<file path="src/logic/port_a_ctrl_cfg.svh">
// Named constants for the port A offset, loopback and mailbox control.
// Assumes inclusion by bare name from the design and verification files.
`ifndef PORT_A_CTRL_CFG_SVH
`define PORT_A_CTRL_CFG_SVH

// ****************************************************************
// Sizes
// ****************************************************************
`define DATA_W          36
`define OFS_W_DEFAULT   11
`define TX_DEPTH        16
`define BUS_ADDR_W      5

// ****************************************************************
// Register byte addresses
// ****************************************************************
`define ADDR_STATUS     5'h00
`define ADDR_FIRST_B    5'h04
`define ADDR_FIRST_A    5'h08
`define ADDR_SECOND_B   5'h0c
`define ADDR_SECOND_A   5'h10
`define ADDR_CTRL       5'h14
`define ADDR_LEVEL      5'h18

// ****************************************************************
// Control and status fields
// ****************************************************************
`define CTRL_LOOP_ALLOW 0
`define CTRL_QWRITE_EN  1
`define CTRL_RESET      2'h3
`define ST_METHOD_LSB   0
`define ST_DONE_BIT     2
`define ST_LOOP_BIT     3
`define ST_COUNT_LSB    8

// ****************************************************************
// Strap codes and preset offsets
// ****************************************************************
`define STRAP_PARALLEL  3'h5
`define STRAP_SERIAL    2'h3
`define PRESET_0        16'h0008
`define PRESET_1        16'h0010
`define PRESET_2        16'h0040
`define PRESET_3        16'h0100
`define PRESET_4        16'h0400
`define OFS_REG_COUNT   4

`endif

</file>
<file path="src/logic/port_a_ctrl_pkg.sv">
// Shared types for the port A offset, loopback and mailbox control.
// Assumes the configuration header is compiled alongside it.
package port_a_ctrl_pkg;

	// ****************************************************************
	// Enumerations
	// ****************************************************************

	// Offset programming method chosen while master reset is released.
	typedef enum logic [1:0] {
		METHOD_PRESET   = 2'b00,
		METHOD_PARALLEL = 2'b01,
		METHOD_SERIAL   = 2'b10
	} method_t;

	// Phase of the control: strap capture, offset loading, normal running.
	typedef enum logic [1:0] {
		PH_STRAP = 2'b00,
		PH_LOAD  = 2'b01,
		PH_RUN   = 2'b10
	} phase_t;

endpackage

</file>
<file path="src/logic/tx_fifo.sv">
// Synchronous FIFO that feeds the transmit queue from port A or loopback.
// Assumes one clock and an asynchronous active high reset.
`timescale 1ns/1ps
`include "port_a_ctrl_cfg.svh"

module tx_fifo #(
	parameter int WIDTH = `DATA_W,
	parameter int DEPTH = `TX_DEPTH
) (
	input  wire logic             sys_clk,
	input  wire logic             rst,
	input  wire logic [WIDTH-1:0] in_data,
	input  wire logic             in_valid,
	output logic                  in_ready,
	output logic [WIDTH-1:0]      out_data,
	output logic                  out_valid,
	input  wire logic             out_ready,
	output logic [$clog2(DEPTH):0] level
);
	localparam int AW = $clog2(DEPTH);

	// Pointer arithmetic below wraps naturally only for a power of two.
	if (DEPTH < 2 || (1 << AW) != DEPTH) begin : g_bad_depth
		$error("tx_fifo depth must be a power of two of at least two");
	end

	// ****************************************************************
	// State
	// ****************************************************************

	// All pointer and flag state of the buffer.
	typedef struct packed {
		logic [AW:0] wr_ptr;   // Write pointer with wrap bit.
		logic [AW:0] rd_ptr;   // Read pointer with wrap bit.
		logic        ready;    // Registered not-full flag.
		logic        valid;    // Registered not-empty flag.
	} fifo_state_t;

	fifo_state_t      s_q;                 // Registered state.
	fifo_state_t      s_d;                 // Next state.
	logic [WIDTH-1:0] mem [DEPTH];         // Storage words.
	logic             push;                // A word enters this cycle.
	logic             pop;                 // A word leaves this cycle.
	logic [AW:0]      fill;                // Words held after this cycle.

	assign push = in_valid && s_q.ready;
	assign pop  = out_ready && s_q.valid;

	// Next pointers and the honest full and empty flags.
	always_comb begin
		s_d = s_q;
		if (push) begin
			s_d.wr_ptr = s_q.wr_ptr + 1'b1;
		end
		if (pop) begin
			s_d.rd_ptr = s_q.rd_ptr + 1'b1;
		end
		fill = s_d.wr_ptr - s_d.rd_ptr;
		s_d.ready = (fill != (AW+1)'(DEPTH));
		s_d.valid = (fill != '0);
	end

	// State register.
	always_ff @(posedge sys_clk or posedge rst) begin
		if (rst) begin
			s_q <= '0;
		end else begin
			s_q <= s_d;
		end
	end

	// Storage write; the array needs no reset.
	always_ff @(posedge sys_clk) begin
		if (push) begin
			mem[s_q.wr_ptr[AW-1:0]] <= in_data;
		end
	end

	assign in_ready  = s_q.ready;
	assign out_valid = s_q.valid;
	assign out_data  = mem[s_q.rd_ptr[AW-1:0]];
	assign level     = s_q.wr_ptr - s_q.rd_ptr;
endmodule

</file>
<file path="src/logic/port_a_offset_loop_mail_ctrl.sv">
// Port A control: offset register loading, loopback steering, mailbox choice.
// Assumes all port A inputs are synchronous to sys_clk and rst is master reset.
//
// Operation
// - Serial enable sampled on each rising clock.
// - Enable low shifts one serial bit in.
// - Full serial load takes four offset widths.
// - First bit lands first-queue B MSB.
// - Loopback sends receive data into transmit queue.
// - Mail select high picks a mailbox register.
// - Port A outputs mailbox two or receive data.
// - Offsets load preset, parallel, or serial.
// - Strap pins decide method at reset release.
// - Presets are 8, 16, 64, 256, 1024.
`timescale 1ns/1ps
`include "port_a_ctrl_cfg.svh"

module port_a_offset_loop_mail_ctrl
	import port_a_ctrl_pkg::*;
#(
	parameter int OFS_W = `OFS_W_DEFAULT
) (
	input  wire logic                   sys_clk,
	input  wire logic                   rst,
	input  wire logic                   offset_sel1_serial_load_en,
	input  wire logic                   offset_sel0_serial_bit,
	input  wire logic                   offset_select_third,
	input  wire logic                   port_a_strobe,
	input  wire logic                   port_a_write,
	input  wire logic                   port_a_mail_select,
	input  wire logic                   loopback_sel_n,
	input  wire logic [`DATA_W-1:0]     port_a_data_in,
	output logic [`DATA_W-1:0]          port_a_data_out,
	output logic                        port_a_data_oe_n,
	output logic                        port_a_tx_ready,
	input  wire logic [`DATA_W-1:0]     mailbox_two_data,
	output logic [`DATA_W-1:0]          mailbox_one_data,
	output logic                        mailbox_one_load,
	input  wire logic [`DATA_W-1:0]     rx_in_data,
	input  wire logic                   rx_in_valid,
	output logic                        rx_in_ready,
	output logic [`DATA_W-1:0]          tx_out_data,
	output logic                        tx_out_valid,
	input  wire logic                   tx_out_ready,
	output logic [OFS_W-1:0]            first_queue_offset_b,
	output logic [OFS_W-1:0]            first_queue_offset_a,
	output logic [OFS_W-1:0]            second_queue_offset_b,
	output logic [OFS_W-1:0]            second_queue_offset_a,
	output logic                        program_done,
	output logic                        loop_active,
	input  wire logic [`BUS_ADDR_W-1:0] bus_addr,
	input  wire logic [31:0]            bus_wdata,
	input  wire logic                   bus_wr,
	input  wire logic                   bus_rd,
	output logic [31:0]                 bus_rdata
);
	localparam int CHAIN_W = `OFS_REG_COUNT * OFS_W;   // Bits in the whole offset chain.

	// Only the three depth variants are served: 44, 48 or 52 bit writes.
	if (OFS_W < 11 || OFS_W > 13) begin : g_bad_width
		$error("offset width must be 11, 12 or 13");
	end

	// ****************************************************************
	// State
	// ****************************************************************

	// All control state of the block.
	typedef struct packed {
		phase_t               phase;      // Strap, load or run.
		method_t              method;     // Chosen programming method.
		logic [CHAIN_W-1:0]   chain;      // Offsets B1, A1, B2, A2 from the top.
		logic [5:0]           count;      // Serial bits or parallel words loaded.
		logic [1:0]           ctrl;       // Software control bits.
		logic [`DATA_W-1:0]   rx_word;    // Receive queue output register.
		logic                 rx_full;    // The receive word is held.
		logic                 rx_ready;   // Registered ready to the receive queue.
		logic [`DATA_W-1:0]   a_out;      // Port A output data.
		logic                 a_oe_n;     // Port A output enable, low drives.
		logic [`DATA_W-1:0]   mbox_one;   // Mailbox one contents.
		logic                 mbox_load;  // Mailbox one written this cycle.
		logic                 loop;       // Loopback running.
		logic [31:0]          rdata;      // Register read data.
	} ctrl_state_t;

	ctrl_state_t          s_q;          // Registered state.
	ctrl_state_t          s_d;          // Next state.
	logic [`DATA_W-1:0]   fifo_in;      // Word offered to the transmit FIFO.
	logic                 fifo_valid;   // Offer strobe to the transmit FIFO.
	logic                 fifo_ready;   // Transmit FIFO has room.
	logic [$clog2(`TX_DEPTH):0] fifo_level; // Words held in the FIFO.

	// ********
	// Preset lookup
	// ********

	// Returns the default offset chosen by a preset strap code.
	function automatic logic [OFS_W-1:0] preset_value(input logic [2:0] code);
		logic [15:0] v;
		v = `PRESET_0;
		unique case (code)
			3'h0: v = `PRESET_0;
			3'h1: v = `PRESET_1;
			3'h2: v = `PRESET_2;
			3'h3: v = `PRESET_3;
			default: v = `PRESET_4;   // Only code 4 reaches here as a preset.
		endcase
		return v[OFS_W-1:0];
	endfunction

	// ********
	// Next state
	// ********

	// Computes every next value of the control state.
	always_comb begin
		logic [2:0]  strap;
		logic        rd_a;
		logic        wr_a;
		logic        loop_move;
		int          slot;
		strap      = {offset_select_third, offset_sel1_serial_load_en, offset_sel0_serial_bit};
		rd_a       = 1'b0;
		wr_a       = 1'b0;
		loop_move  = 1'b0;
		slot       = 0;
		s_d        = s_q;
		s_d.mbox_load = 1'b0;
		fifo_in    = port_a_data_in;
		fifo_valid = 1'b0;

		unique case (s_q.phase)
			// First edge after master reset: latch the method from the straps.
			PH_STRAP: begin
				s_d.count = '0;
				if (strap[2:1] == `STRAP_SERIAL) begin
					s_d.method = METHOD_SERIAL;
					s_d.phase  = PH_LOAD;
				end else if (strap == `STRAP_PARALLEL) begin
					s_d.method = METHOD_PARALLEL;
					s_d.phase  = PH_LOAD;
				end else begin
					s_d.method = METHOD_PRESET;
					s_d.chain  = {`OFS_REG_COUNT{preset_value(strap)}};
					s_d.phase  = PH_RUN;
				end
			end
			// Offsets are being programmed serially or over port A.
			PH_LOAD: begin
				if (s_q.method == METHOD_SERIAL) begin
					// Enable is active low and sampled on every edge.
					if (!offset_sel1_serial_load_en) begin
						s_d.chain = {s_q.chain[CHAIN_W-2:0], offset_sel0_serial_bit};
						s_d.count = s_q.count + 1'b1;
						if (s_q.count == 6'(CHAIN_W - 1)) begin
							s_d.phase = PH_RUN;
						end
					end
				end else if (port_a_strobe && port_a_write && !port_a_mail_select) begin
					// Each port A queue write fills the next offset register.
					slot = `OFS_REG_COUNT - 1 - int'(s_q.count[1:0]);
					s_d.chain[slot*OFS_W +: OFS_W] = port_a_data_in[OFS_W-1:0];
					s_d.count = s_q.count + 1'b1;
					if (s_q.count == 6'(`OFS_REG_COUNT - 1)) begin
						s_d.phase = PH_RUN;
					end
				end
			end
			// Normal operation: the queue and mailbox paths are open.
			PH_RUN: begin
				rd_a = port_a_strobe && !port_a_write;
				wr_a = port_a_strobe && port_a_write;
			end
			default: begin
				s_d.phase = PH_STRAP;   // Illegal code recovers through strap capture.
			end
		endcase

		// Loopback starts with select low and strobe high, then holds until allow clears.
		s_d.loop = (s_q.phase == PH_RUN) && s_q.ctrl[`CTRL_LOOP_ALLOW]
			&& (s_q.loop || (!loopback_sel_n && port_a_strobe));
		loop_move = s_q.loop && s_q.rx_full && fifo_ready;

		// Port A drives only on a read outside loopback.
		s_d.a_oe_n = !(rd_a && !s_q.loop);
		if (rd_a && !s_q.loop) begin
			if (port_a_mail_select) begin
				s_d.a_out = mailbox_two_data;
			end else if (s_q.rx_full) begin
				s_d.a_out   = s_q.rx_word;
				s_d.rx_full = 1'b0;
			end
		end

		// Receive data is steered into the transmit queue during loopback.
		if (loop_move) begin
			fifo_in     = s_q.rx_word;
			fifo_valid  = 1'b1;
			s_d.rx_full = 1'b0;
		end else if (wr_a && !s_q.loop) begin
			if (port_a_mail_select) begin
				s_d.mbox_one  = port_a_data_in;
				s_d.mbox_load = 1'b1;
			end else if (s_q.ctrl[`CTRL_QWRITE_EN]) begin
				fifo_valid = 1'b1;
			end
		end

		// The output register refills only when it is empty.
		if (rx_in_valid && s_q.rx_ready) begin
			s_d.rx_word = rx_in_data;
			s_d.rx_full = 1'b1;
		end
		s_d.rx_ready = !s_d.rx_full;

		// Register bus: control writes and read data both register at the next clock edge.
		if (bus_wr && bus_addr == `ADDR_CTRL) begin
			s_d.ctrl = bus_wdata[1:0];
		end
		s_d.rdata = '0;
		if (bus_rd) begin
			unique case (bus_addr)
				`ADDR_STATUS: begin
					s_d.rdata[`ST_METHOD_LSB +: 2] = s_q.method;
					s_d.rdata[`ST_DONE_BIT]        = (s_q.phase == PH_RUN);
					s_d.rdata[`ST_LOOP_BIT]        = s_q.loop;
					s_d.rdata[`ST_COUNT_LSB +: 6]  = s_q.count;
				end
				`ADDR_FIRST_B:  s_d.rdata[OFS_W-1:0] = s_q.chain[3*OFS_W +: OFS_W];
				`ADDR_FIRST_A:  s_d.rdata[OFS_W-1:0] = s_q.chain[2*OFS_W +: OFS_W];
				`ADDR_SECOND_B: s_d.rdata[OFS_W-1:0] = s_q.chain[OFS_W +: OFS_W];
				`ADDR_SECOND_A: s_d.rdata[OFS_W-1:0] = s_q.chain[0 +: OFS_W];
				`ADDR_CTRL:     s_d.rdata[1:0] = s_q.ctrl;
				`ADDR_LEVEL:    s_d.rdata[$clog2(`TX_DEPTH):0] = fifo_level;
				default:        s_d.rdata = '0;   // Unmapped addresses read zero.
			endcase
		end
	end

	// ********
	// State register
	// ********

	// Master reset clears the state but sets ctrl and a_oe_n; straps are taken at the first edge after.
	always_ff @(posedge sys_clk or posedge rst) begin
		if (rst) begin
			s_q        <= '0;
			s_q.phase  <= PH_STRAP;
			s_q.method <= METHOD_PRESET;
			s_q.ctrl   <= `CTRL_RESET;
			s_q.a_oe_n <= 1'b1;
		end else begin
			s_q <= s_d;
		end
	end

	// ****************************************************************
	// Transmit queue input buffer
	// ****************************************************************

	// Holds words from port A or loopback until the transmit side drains them.
	tx_fifo #(
		.WIDTH (`DATA_W),
		.DEPTH (`TX_DEPTH)
	) u_tx_fifo (
		.sys_clk   (sys_clk),
		.rst       (rst),
		.in_data   (fifo_in),
		.in_valid  (fifo_valid),
		.in_ready  (fifo_ready),
		.out_data  (tx_out_data),
		.out_valid (tx_out_valid),
		.out_ready (tx_out_ready),
		.level     (fifo_level)
	);

	// ********
	// Outputs
	// ********

	assign port_a_data_out       = s_q.a_out;
	assign port_a_data_oe_n      = s_q.a_oe_n;
	assign port_a_tx_ready       = fifo_ready;
	assign mailbox_one_data      = s_q.mbox_one;
	assign mailbox_one_load      = s_q.mbox_load;
	assign rx_in_ready           = s_q.rx_ready;
	assign first_queue_offset_b  = s_q.chain[3*OFS_W +: OFS_W];
	assign first_queue_offset_a  = s_q.chain[2*OFS_W +: OFS_W];
	assign second_queue_offset_b = s_q.chain[OFS_W +: OFS_W];
	assign second_queue_offset_a = s_q.chain[0 +: OFS_W];
	assign program_done          = (s_q.phase == PH_RUN);
	assign loop_active           = s_q.loop;
	assign bus_rdata             = s_q.rdata;
endmodule

</file>
<file path="config.mk">
export PLATFORM = sky130hd
export DESIGN_NAME = port_a_offset_loop_mail_ctrl
export DESIGN_NICKNAME = d
export VERILOG_FILES = /design/src/logic/port_a_ctrl_pkg.sv /design/src/logic/tx_fifo.sv /design/src/logic/port_a_offset_loop_mail_ctrl.sv
export VERILOG_INCLUDE_DIRS = /design/src /design/src/logic
export SDC_FILE = /design/constraint.sdc
export NUM_CORES = 1
export LEC_CHECK = 0
export BUFFER_PORTS_ARGS = -buffer_cell sky130_fd_sc_hd__clkbuf_2
export CAP_MARGIN = 20
export CORE_ASPECT_RATIO = 0.5
export CORE_UTILIZATION = 44
export CTS_CLUSTER_SIZE = 24
export DETAILED_ROUTE_END_ITERATION = 6
export PLACE_DENSITY = 0.72
export SYNTH_ARGS = -nofsm -noshare
export SYNTH_HDL_FRONTEND = slang
export SYNTH_SLANG_ARGS = --single-unit
export TNS_END_PERCENT = 10
</file>
<file path="constraint.sdc">
create_clock -name sys_clk -period 9.34 [get_ports sys_clk]
set_clock_uncertainty 0.2 [all_clocks]
set_input_delay 2.802 -clock sys_clk [delete_from_list [all_inputs] [get_ports sys_clk]]
set_output_delay 2.802 -clock sys_clk [all_outputs]
set_load 0.01 [all_outputs]
</file>
==> results.tsv, run 1 <==
metric	value	unit
postSynthCellCount	2027	
outcome	finished with violations	
drt_iter0_drc	2179	
post-route-period-util	72.66	%
grt_pass1_vias	19070	
cap_viol_max_count	0	
critical_path_required	6.34	ns
wl	85310	um
synth_ff_type	edfxtp_1	
rsz0062_at_grt	no	
pre_cts_ws	3.112	ns
hold_buffers	0	
drive_gt1_share	35.28	%
clock-sinks	771	
min_from	mailbox_one_data[8]	
path_class	reg2out	
pin_count	349	
start_kind	register	
core-area	75420	um^2
synth_edf_count	576	
hold_ws	0.3057	ns
dieWidth	393.2	um
clockBufferDepth	3	
overflow	0	
maxSlewHeadroom	26.61	%
hpwl	52320	um
grt_max_degree	89	
failed_checks	design-rule violations	
slowest_stage	dfrtp_4	
grt_pass1_wl	125200	um
drt_first_pass_iters	7	
ctsResizeCount	0	
hold_viol_final	0	
slew_viol_final	0	
max_stage_delay	1.02	ns
power.total	9.743	mW
startpoint	u_tx_fifo.s_q[2]	
yosys_warnings	0	
antenna_found_initial	2	
fin_crit	6.786	ns
setup-tns-final	0	ns
cts.clk_slew.worst_paths	0.06	ns
worst_pin_slew	1.092	ns
crit_buf_inv	2	
worstPathCellList	buf_4 -> mux4_2 -> mux4_2 -> clkbuf_2	
die-area	77700	um^2
vias	19180	
cp-end-kind	primary output	
fmaxAchievable	147.4	MHz
h-tree-depth	3	
min_path_type	reg2reg	
insertion_delay	0.63	ns
setup_violations	0	
peakVddDrop	0.1702	mV
port-buffer-count	300	
synth_async_sr_flop_share	25.29	%
area_growth	11.75	%
grt_usage	21.99	%
power_density	258.9	nW/um^2
final_nets	2380	
cellLeakagePower	13.45	nW
syn-cell-area	33670	um^2
worst_slack	2.554	ns
n_fill_cell	6104	
yosysSeqAreaShare	65.88	%
wl_per_cell	26.03	um
place.gp.congestion	0.9071	
worst_path_most_repeated_cell	mux4_2	
ys_ff_latch	771	
drc	2	
initial_core_util	44.64	%
post_cts_buffers	0	
cp_top_family	multiplexers	
ant_nets	0	
cts_tree	yes	
vias_per_cell	5.850	
worst_ep_arrival_time	3.78	ns
die_y	197.6	um
cts_buffers	69	
diodes	0	
yosysUniqueCellTypes	85	
rows	71	
cp_max_fo	45	
avgSynthCellArea	16.61	um^2
clock-root-buffer	clkbuf_16	
r2r-start	s_q[147]	
report_power, final:
part           internal [mW]  switching, mW  leakage (nW)  total (mW)
clock network           1.61           1.27          1.13        2.88
registers               4.00          0.312          7.56        4.31
logic                   1.28           1.27          4.76        2.55
metal layers:
layer  vias up  wire length, um  GRT usage, %  share of wire, %
li1       8142                -             -                 -
met1      9994            33820         30.06                40
met5         -               19             0             0.022
met4         2             2519         7.062               3.0
met2       873            42790         36.39                50
met3       166             6157         3.255               7.2
worst reg2reg max path: cells and delay by family, from the launching register on:
family / cells / cell delay, ns
compound gates: 4 / 1.17
buf+inv: 3 / 1.13
fa+ha+maj: 1 / 0.75
xor+xnor: 1 / 0.47
flops: 1 / 0.32
simple gates: 1 / 0.18
logic make-up after synthesis:
family                   after synthesis  synth area share (%)
AND/OR/NAND/NOR                      331                 4.790
adder cells (fa/ha/maj)               21                0.8027
XOR/XNOR                              25                0.7358
AO/OA/AOI/OAI                        249                 4.984
buffers and inverters                278                 4.902
flip-flops                           771                 65.88
other                                  1               0.01114
multiplexers                         351                 17.90
metrics by stage:
step / instance area [um^2] / instances / util, %
final: 37620 / 3278 / 49.89
after global placement: 35300 / 3148 / 46.80
after global routing: 37620 / 3278 / 49.89
after floorplan: 33730 / 2044 / -
after CTS: 37600 / 3276 / 49.85
after detailed placement: 35310 / 3150 / 46.82
final timing paths:
check | to | slack [ns] | cells past startpoint
max in group asynchronous | port_a_data_out[3] | 5.68 | 3
setup / recovery | tx_out_data[33] | 2.55 | 4
setup reg to reg | first_queue_offset_a[5] | 5.03 | 10
min in group asynchronous | s_q[135] | 2.03 | 2
hold / removal | mailbox_one_data[8] | 0.31 | 1
hold reg to reg | mailbox_one_data[8] | 0.31 | 1
synthesized netlist by cell type, types with 16 or more instances:
cell type	count	share of area, %
inv_1	20	0.22
mux4_2	189	13
nand2_1	106	1.2
nor2_1	81	0.90
o21ai_0	33	0.49
a21oi_1	82	1.2
buf_2	20	0.30
a22oi_1	16	0.36
nor3_1	20	0.30
clkbuf_1	73	0.81
mux2i_1	44	1.3
ha_1	20	0.74
nand3_1	29	0.43
buf_4	151	3.4
dfrtp_1	192	14
edfxtp_1	576	51
and3_1	17	0.32
mux2_2	118	3.9
placed cells by master (no fill, tap or decap), types with 6 or more instances in the layout:
cell and count:
edfxtp_1 576, clkbuf_2 300, mux4_2 189, dfrtp_1 189
mux2_2 118, nand2_1 105, a21oi_1 82, nor2_1 80
clkbuf_16 70, mux2i_1 44, buf_4 40, o21ai_0 33
nand3_1 28, nor3_1 20, ha_1 20, inv_1 19
conb_1 18, a22oi_1 16, xnor2_1 15, clkinv_2 15
and3_1 14, a31oi_1 12, and2_2 12, o211ai_1 11
o221ai_1 11, clkbuf_1 11, nor2b_1 10, clkinv_1 10
a222oi_1 9, nand2b_1 8, xor2_1 7, o21a_1 7
a221oi_1 7, o31ai_1 6, a21o_1 6, bufinv_16 6
state kept, by name, indices dropped and copies added, names as in the netlist:
register	cells
s_q	49
u_tx_fifo.s_q	10
u_tx_fifo.out_valid	1
u_tx_fifo.in_ready	1
u_tx_fifo.mem	576
mailbox_one_data	36
bus_rdata	14
first_queue_offset_a	11
first_queue_offset_b	11
mailbox_one_load	1
second_queue_offset_b	11
second_queue_offset_a	11
rx_in_ready	1
loop_active	1
port_a_data_out	36
port_a_data_oe_n	1
layout make-up:
class                           instances  area [um^2]  share of cell area (%)
Sequential cell                       771        22190                   58.97
Multi-Input combinational cell        995         9936                   26.41
Clock inverter                         38        411.6                   1.094
Timing Repair Buffer                  343         1847                   4.908
Tap cell                             1022         1279                   3.399
Clock buffer                           88         1877                   4.988
Inverter                               21        86.33                  0.2295
Power figures use the tool's default switching activity.
==> run 2: changes to the inputs <==
--- a/config.mk
+++ b/config.mk
@@ -6,6 +6,7 @@
 export SDC_FILE = /design/constraint.sdc
 export NUM_CORES = 1
 export LEC_CHECK = 0
+export ABC_AREA = 1
 export BUFFER_PORTS_ARGS = -buffer_cell sky130_fd_sc_hd__clkbuf_2
 export CAP_MARGIN = 20
 export CORE_ASPECT_RATIO = 0.5
==> constraint.sdc (replaced) <==
create_clock -name sys_clk -period 6.5 [get_ports sys_clk]
set_clock_uncertainty 0.2 [all_clocks]
set_input_delay 1.95 -clock sys_clk [delete_from_list [all_inputs] [get_ports sys_clk]]
set_output_delay 1.95 -clock sys_clk [all_outputs]
set_load 0.01 [all_outputs]
==> run 2 against run 1 <==
  * The run now ends clean
  * First-iteration DRC count rose by 13%
  * Via count rose by 28%
  * Combinational power rose to 2.5 times the previous value
  * Setup slack got worse by 1.4 ns
  * Sequential power rose by 49%
  * Critical path depth rose by 2
  * Count of clock-buffer cells in the layout rose by 1
  * Sequential share of layout area fell by 2.5 points
  * Total power rose by 75%
  * Non-clock buffer count rose by 43
  * Critical endpoint is now tx_out_data[34]
  * Highest routed layer unchanged
==> results.tsv, run 2 <==
metric	value	unit	change
endpoint	tx_out_data[34]		was tx_out_data[33]
min_from	mailbox_one_data[8]		unchanged
drt_iter0_drc	2455		was 2179
syn-cell-area	35050	um^2	was 33670 um^2
initial_core_util	44.93	%	was 44.64%
drt_first_pass_iters	5		was 7
maxSlewHeadroom	26.93	%	was 26.61%
yosysSeqAreaShare	63.27	%	was 65.88%
cp_top_family	buffers and inverters		was multiplexers
worst_r2r_endpoint	u_tx_fifo.in_ready		was first_queue_offset_a[5]
register_area	22190	um^2	about the same
overflow	0		unchanged
dieWidth	401.2	um	was 393.2 um
post_cts_buffers	0		unchanged
hpwl	58830	um	was 52320 um
worst_ep_arrival_time	3.18	ns	was 3.78 ns
cts_tree	yes		unchanged
start_kind	register		unchanged
rsz0062_at_grt	no		unchanged
place.gp.congestion	0.9479		was 0.9071
vias	24530		was 19180
antenna_found_initial	3		was 2
rows	72		was 71
ff2ff_path_depth	10		unchanged
startpoint	u_tx_fifo.s_q[4]		was u_tx_fifo.s_q[2]
synth_edf_count	576		unchanged
drc	0		was 2
wl_per_cell	20.75	um	was 26.03 um
h-tree-depth	3		unchanged
synth_area_leader_cell	edfxtp_1		unchanged
ys_top_cells_by_area	edfxtp_1 (49%), dfrtp_1 (14%), nand2_1 (6.3%)		was edfxtp_1 (51%), dfrtp_1 (14%), mux4_2 (13%)
grt_pass1_wl	139900	um	was 125200 um
final_nets	3550		was 2380
insertion_delay	0.62	ns	was 0.63 ns
worstPathCellList	inv_1 -> buf_4 -> o211ai_1 -> nand3_1 -> nand2_1 -> clkbuf_2		was buf_4 -> mux4_2 -> mux4_2 -> clkbuf_2
fmaxAchievable	187.6	MHz	
setup-tns-final	0	ns	unchanged
clock-root-buffer	clkbuf_16		unchanged
hold_viol_final	0		unchanged
grt_max_degree	121		was 89
area_growth	12.14	%	was 11.75%
vias_per_cell	5.500		was 5.850
post-route-period-util	82.01	%	
hold_buffers	0		unchanged
multiInputGateArea	10140	um^2	was 9936 um^2
synth.top_cell.area_share	49.34	%	was 51.37%
slowest_stage	dfrtp_4		unchanged
drive_gt1_share	16.13	%	was 35.28%
crit_buf_inv	3		was 2
cts.clk_slew.worst_paths	0.07	ns	was 0.06 ns
power_density	434.7	nW/um^2	was 258.9 nW/um^2
r2r-start	u_tx_fifo.s_q[4]		was s_q[147]
max_stage_delay	0.90	ns	was 1.02 ns
dpl_cell_area	36970	um^2	was 35310 um^2
yosys_warnings	0		unchanged
grt_pass1_vias	23890		was 19070
core-area	78010	um^2	was 75420 um^2
cp_max_fo	59		was 45
power.total	17.09	mW	was 9.743 mW
critical_path_required	4.35	ns	was 6.34 ns
rrSetupSlack	2.55	ns	was 5.03 ns
final_common_cell	nand2_1		was edfxtp_1
path_class	reg2out		unchanged
ys_top_cells_by_count	nand2_1 (591), edfxtp_1 (576), o21ai_0 (371), inv_1 (291), dfrtp_1 (192)		was edfxtp_1 (576), dfrtp_1 (192), mux4_2 (189), buf_4 (151), mux2_2 (118)
post-synth-top-count-cell	nand2_1		was edfxtp_1
port-buffer-count	300		unchanged
slew_viol_final	0		unchanged
ys_ff_latch	771		unchanged
fin_crit	5.330	ns	
cellLeakagePower	15.97	nW	was 13.45 nW
die-area	80870	um^2	was 77700 um^2
largest_register_ff_count	576		unchanged
wl	92530	um	was 85310 um
pin_count	349		unchanged
ant_nets	0		unchanged
clock-sinks	771		unchanged
postSynthCellCount	3216		was 2027
synth_async_sr_flop_share	25.29	%	unchanged
yosysUniqueCellTypes	55		was 85
synth_ff_type	edfxtp_1		unchanged
grt_usage	22.51	%	was 21.99%
die_y	201.6	um	was 197.6 um
avgSynthCellArea	10.90	um^2	was 16.61 um^2
cp.depth	6		was 4
worst_pin_slew	1.095	ns	was 1.092 ns
min_path_type	reg2reg		unchanged
clockBufferDepth	3		unchanged
peakVddDrop	0.2655	mV	was 0.1702 mV
cts_buffers	71		was 69
fin_area	39310	um^2	was 37620 um^2
cp-end-kind	primary output		unchanged
n_fill_cell	6846		was 6104
final_util	50.39	%	was 49.89%
cap_viol_max_count	0		unchanged
ctsResizeCount	0		unchanged
final_cell_mix	nand2_1 (591), edfxtp_1 (576), o21ai_0 (363), clkbuf_2 (300), inv_1 (287)		was edfxtp_1 (576), clkbuf_2 (300), mux4_2 (189), dfrtp_1 (189), mux2_2 (118)
outcome	completed		was finished with violations
setup_violations	0		unchanged
run 2: worst min path at each step:
stage	end	slack, ns	cells past startpoint
5_1_grt	mailbox_one_data[21]	0.29	2
4_1_cts	mailbox_one_data[24]	0.27	2
3_3_place_gp	mailbox_one_data[15]	0.25	2
2_1_floorplan	mailbox_one_data[11]	0.24	2
3_5_place_dp	mailbox_one_data[24]	0.26	2
6_report	mailbox_one_data[8]	0.27	2
run 2: per-layer routing:
metal / vias to the layer above / GRT usage, % / wire (um)
li1: 11350 / - / -
met1: 11980 / 30.32 / 38280
met2: 1025 / 37.20 / 44300
met3: 171 / 3.156 / 6735
met4: 2 / 8.320 / 3198
met5: - / 0 / 9
run 2: cell type report:
cell class / instances / area share (%)
Inverter: 303 / 2.909
Sequential cell: 771 / 56.45
Antenna cell: 2 / 0.01273
Multi-Input combinational cell: 1838 / 25.79
Clock inverter: 35 / 0.9835
Clock buffer: 89 / 4.873
Timing Repair Buffer: 386 / 5.681
Tap cell: 1036 / 3.297
run 2: metrics by stage:
stage                     hold slack (ns)  setup slack [ns]  cells
after floorplan                    0.2431             1.732   3233
after global placement             0.2530             1.685   4328
after detailed placement           0.2583             1.647   4331
after CTS                          0.2744             1.124   4455
after global routing               0.2947             1.018   4460
final                              0.2691             1.170   4460
run 2: report_power, final:
group	internal, mW	switching [mW]
clock network	2.35	1.85
registers	5.93	0.494
logic	2.11	4.36
run 2: tightest hold or removal path, cell delays in order (launching register included):
cell	delay, ns
dfrtp_1	0.34
nand2_1	0.05
nand2_1	0.05
run 2: logic make-up (layout without fill, tap and decap cells):
| family | Yosys count | in the layout | share of synthesized area (%) |
|---|---|---|---|
| simple gates | 863 | 863 | 10.24 |
| compound gates | 776 | 776 | 12.78 |
| flops | 771 | 771 | 63.27 |
| buf+inv | 624 | 813 | 8.406 |
| mux | 146 | 146 | 4.172 |
| fa+ha+maj | 21 | 21 | 0.7710 |
| xor+xnor | 14 | 14 | 0.3498 |
| other cells | 1 | 20 | 0.01070 |
==> run 3: changes to the inputs <==
--- a/config.mk
+++ b/config.mk
@@ -13,7 +13,7 @@
 export CORE_UTILIZATION = 44
 export CTS_CLUSTER_SIZE = 24
 export DETAILED_ROUTE_END_ITERATION = 6
-export PLACE_DENSITY = 0.72
+export PLACE_DENSITY = 0.75
 export SYNTH_ARGS = -nofsm -noshare
 export SYNTH_HDL_FRONTEND = slang
 export SYNTH_SLANG_ARGS = --single-unit
==> constraint.sdc (replaced) <==
create_clock -name sys_clk -period 4.4 [get_ports sys_clk]
set_clock_uncertainty 0.2 [all_clocks]
set_input_delay 1.32 -clock sys_clk [delete_from_list [all_inputs] [get_ports sys_clk]]
set_output_delay 1.32 -clock sys_clk [all_outputs]
set_load 0.01 [all_outputs]
==> run 3 against run 2 <==
  * Die area did not move
  * Routed wire length rose by 2.3%
  * First-iteration DRC count rose by 11%
  * Highest routed layer is now met4
  * Largest power group unchanged
  * Setup slack got worse by 0.98 ns
  * Largest cell class unchanged
==> results.tsv, run 3 (synthesis results as in run 2) <==
metric	value	unit	change
antenna_found_initial	3		unchanged
ff2ff_path_depth	11		was 10
cap_viol_max_count	0		unchanged
maxSlewHeadroom	40.29	%	was 26.93%
worst_ep_arrival_time	2.69	ns	was 3.18 ns
final_common_cell	nand2_1		unchanged
power_density	640.4	nW/um^2	was 434.7 nW/um^2
clock-root-buffer	clkbuf_16		unchanged
hpwl	58310	um	was 58830 um
rows	72		unchanged
wl_per_cell	21.12	um	was 20.75 um
drt_first_pass_iters	6		was 5
final_cell_mix	nand2_1 (591), edfxtp_1 (576), o21ai_0 (367), clkbuf_2 (300), inv_1 (286)		was nand2_1 (591), edfxtp_1 (576), o21ai_0 (363), clkbuf_2 (300), inv_1 (287)
pwr-share-seq	37.1	%	was 37.6%
cp_max_fo	45		was 59
rsz0062_at_grt	no		unchanged
clock-sinks	771		unchanged
grt_usage	22.90	%	was 22.51%
drive_gt1_share	16.36	%	was 16.13%
post-route-period-util	95.65	%	
dp_cells	4345		was 4331
power.internal	15.32	mW	was 10.39 mW
cts_buffers	71		unchanged
grt_pass1_vias	24020		was 23890
insertion_delay	0.63	ns	was 0.62 ns
cp-end-kind	primary output		unchanged
outcome	completed		unchanged
pwr-share-comb	38.9	%	was 37.8%
critical_path_required	2.88	ns	was 4.35 ns
core-area	78010	um^2	unchanged
setup-tns-final	0	ns	unchanged
clkPwrFrac	24.0	%	was 24.6%
clockBufferDepth	3		unchanged
die_y	201.6	um	unchanged
vias	24820		was 24530
r2r-start	s_q[148]		was u_tx_fifo.s_q[4]
largest_register_ff_count	576		unchanged
dieWidth	401.2	um	unchanged
ant_nets	0		unchanged
swShare	39.58	%	was 39.23%
ctsResizeCount	0		unchanged
h-tree-depth	3		unchanged
pin_count	349		unchanged
path_class	reg2out		unchanged
p_switching	10.04	mW	was 6.704 mW
grt_max_degree	120		was 121
wl	94650	um	was 92530 um
worst_pin_slew	0.8943	ns	was 1.095 ns
drt_iter0_drc	2726		was 2455
overflow	0		unchanged
grt_pass1_wl	141400	um	was 139900 um
setup_violations	0		unchanged
vias_per_cell	5.537		was 5.500
rrSetupSlack	1.03	ns	was 2.55 ns
hold_viol_final	0		unchanged
cts_tree	yes		unchanged
cts.clk_slew.worst_paths	0.07	ns	about the same
fmaxAchievable	237.6	MHz	
fin_cells	4482		was 4460
slew_viol_final	0		unchanged
peakVddDrop	0.6527	mV	was 0.2655 mV
initial_core_util	44.93	%	unchanged
worst_r2r_endpoint	first_queue_offset_a[8]		was u_tx_fifo.in_ready
drc	0		unchanged
endpoint	tx_out_data[22]		was tx_out_data[34]
fin_crit	4.209	ns	
start_kind	register		unchanged
die-area	80870	um^2	unchanged
min_from	mailbox_one_data[1]		was mailbox_one_data[8]
area_growth	12.96	%	was 12.14%
port-buffer-count	300		unchanged
startpoint	u_tx_fifo.s_q[2]		was u_tx_fifo.s_q[4]
final_nets	3564		was 3550
cellLeakagePower	16.09	nW	was 15.97 nW
place.gp.congestion	0.9230		was 0.9479
min_path_type	reg2reg		unchanged
==> run 3: power by group through the flow <==
stage / clock network (mW) / logic, mW / registers, mW
after global routing: 6.45 / 10.8 / 9.49
final: 6.08 / 9.86 / 9.42
after detailed placement: 0 / 9.69 / 9.57
after CTS: 6.16 / 9.74 / 9.43
after global placement: 0 / 9.50 / 9.54
after floorplan: 0 / 7.06 / 9.24
==> run 3: layer usage <==
| layer | vias to the layer above | share of wire, % | track usage (%) |
|---|---|---|---|
| met3 | 200 | 8.1 | 3.783 |
| met1 | 12100 | 40 | 30.53 |
| met4 | 0 | 3.8 | 9.442 |
| met2 | 1133 | 48 | 37.35 |
| met5 | - | 0 | 0 |
| li1 | 11390 | - | - |
==> run 3: per-stage QoR <==
step / hold slack [ns] / utilization (%) / total power, mW / worst slack (ns) / area [um^2]
2_1_floorplan: 0.2431 / - / 16.30 / 0.2623 / 35120
4_1_cts: 0.2774 / 50.67 / 25.33 / 0.04118 / 39530
6_report: 0.2724 / 50.76 / 25.36 / 0.1912 / 39600
3_3_place_gp: 0.2545 / 47.77 / 19.04 / 0.4481 / 37270
5_1_grt: 0.2996 / 50.75 / 26.74 / 0.04028 / 39590
3_5_place_dp: 0.2612 / 47.77 / 19.26 / 0.4494 / 37270
==> run 3: worst min-delay path by stage <==
stage	slack, ns	depth (start not counted)	to
final	0.27	2	mailbox_one_data[1]
after global routing	0.30	2	mailbox_one_data[1]
after CTS	0.28	2	mailbox_one_data[21]
after detailed placement	0.26	2	mailbox_one_data[11]
after global placement	0.25	2	mailbox_one_data[29]
after floorplan	0.24	2	mailbox_one_data[11]
==> run 3: timing repair <==
item / in CTS / in global routing
setup endpoints to repair: 0 / 13
buffers inserted: 0 / 1
hold buffers: 0 / 0
endpoints found under the hold margin: 0 / 0
==> run 3: layout make-up <==
| class | instances | area [um^2] |
|---|---|---|
| Antenna cell | 5 | 12.51 |
| Clock buffer | 92 | 1886 |
| Clock inverter | 37 | 372.9 |
| Fill cell | 6729 | 38420 |
| Inverter | 303 | 1144 |
| Multi-Input combinational cell | 1838 | 10130 |
| Sequential cell | 771 | 22190 |
| Tap cell | 1036 | 1296 |
| Timing Repair Buffer | 400 | 2564 |
==> run 3: critical path: stages (launching register included) <==
cell      delay, ns
dfrtp_4        0.70
buf_12         0.30
buf_4          0.25
mux2i_1        0.20
o211ai_1       0.10
o211ai_1       0.13
nand2_1        0.16
clkbuf_2       0.17
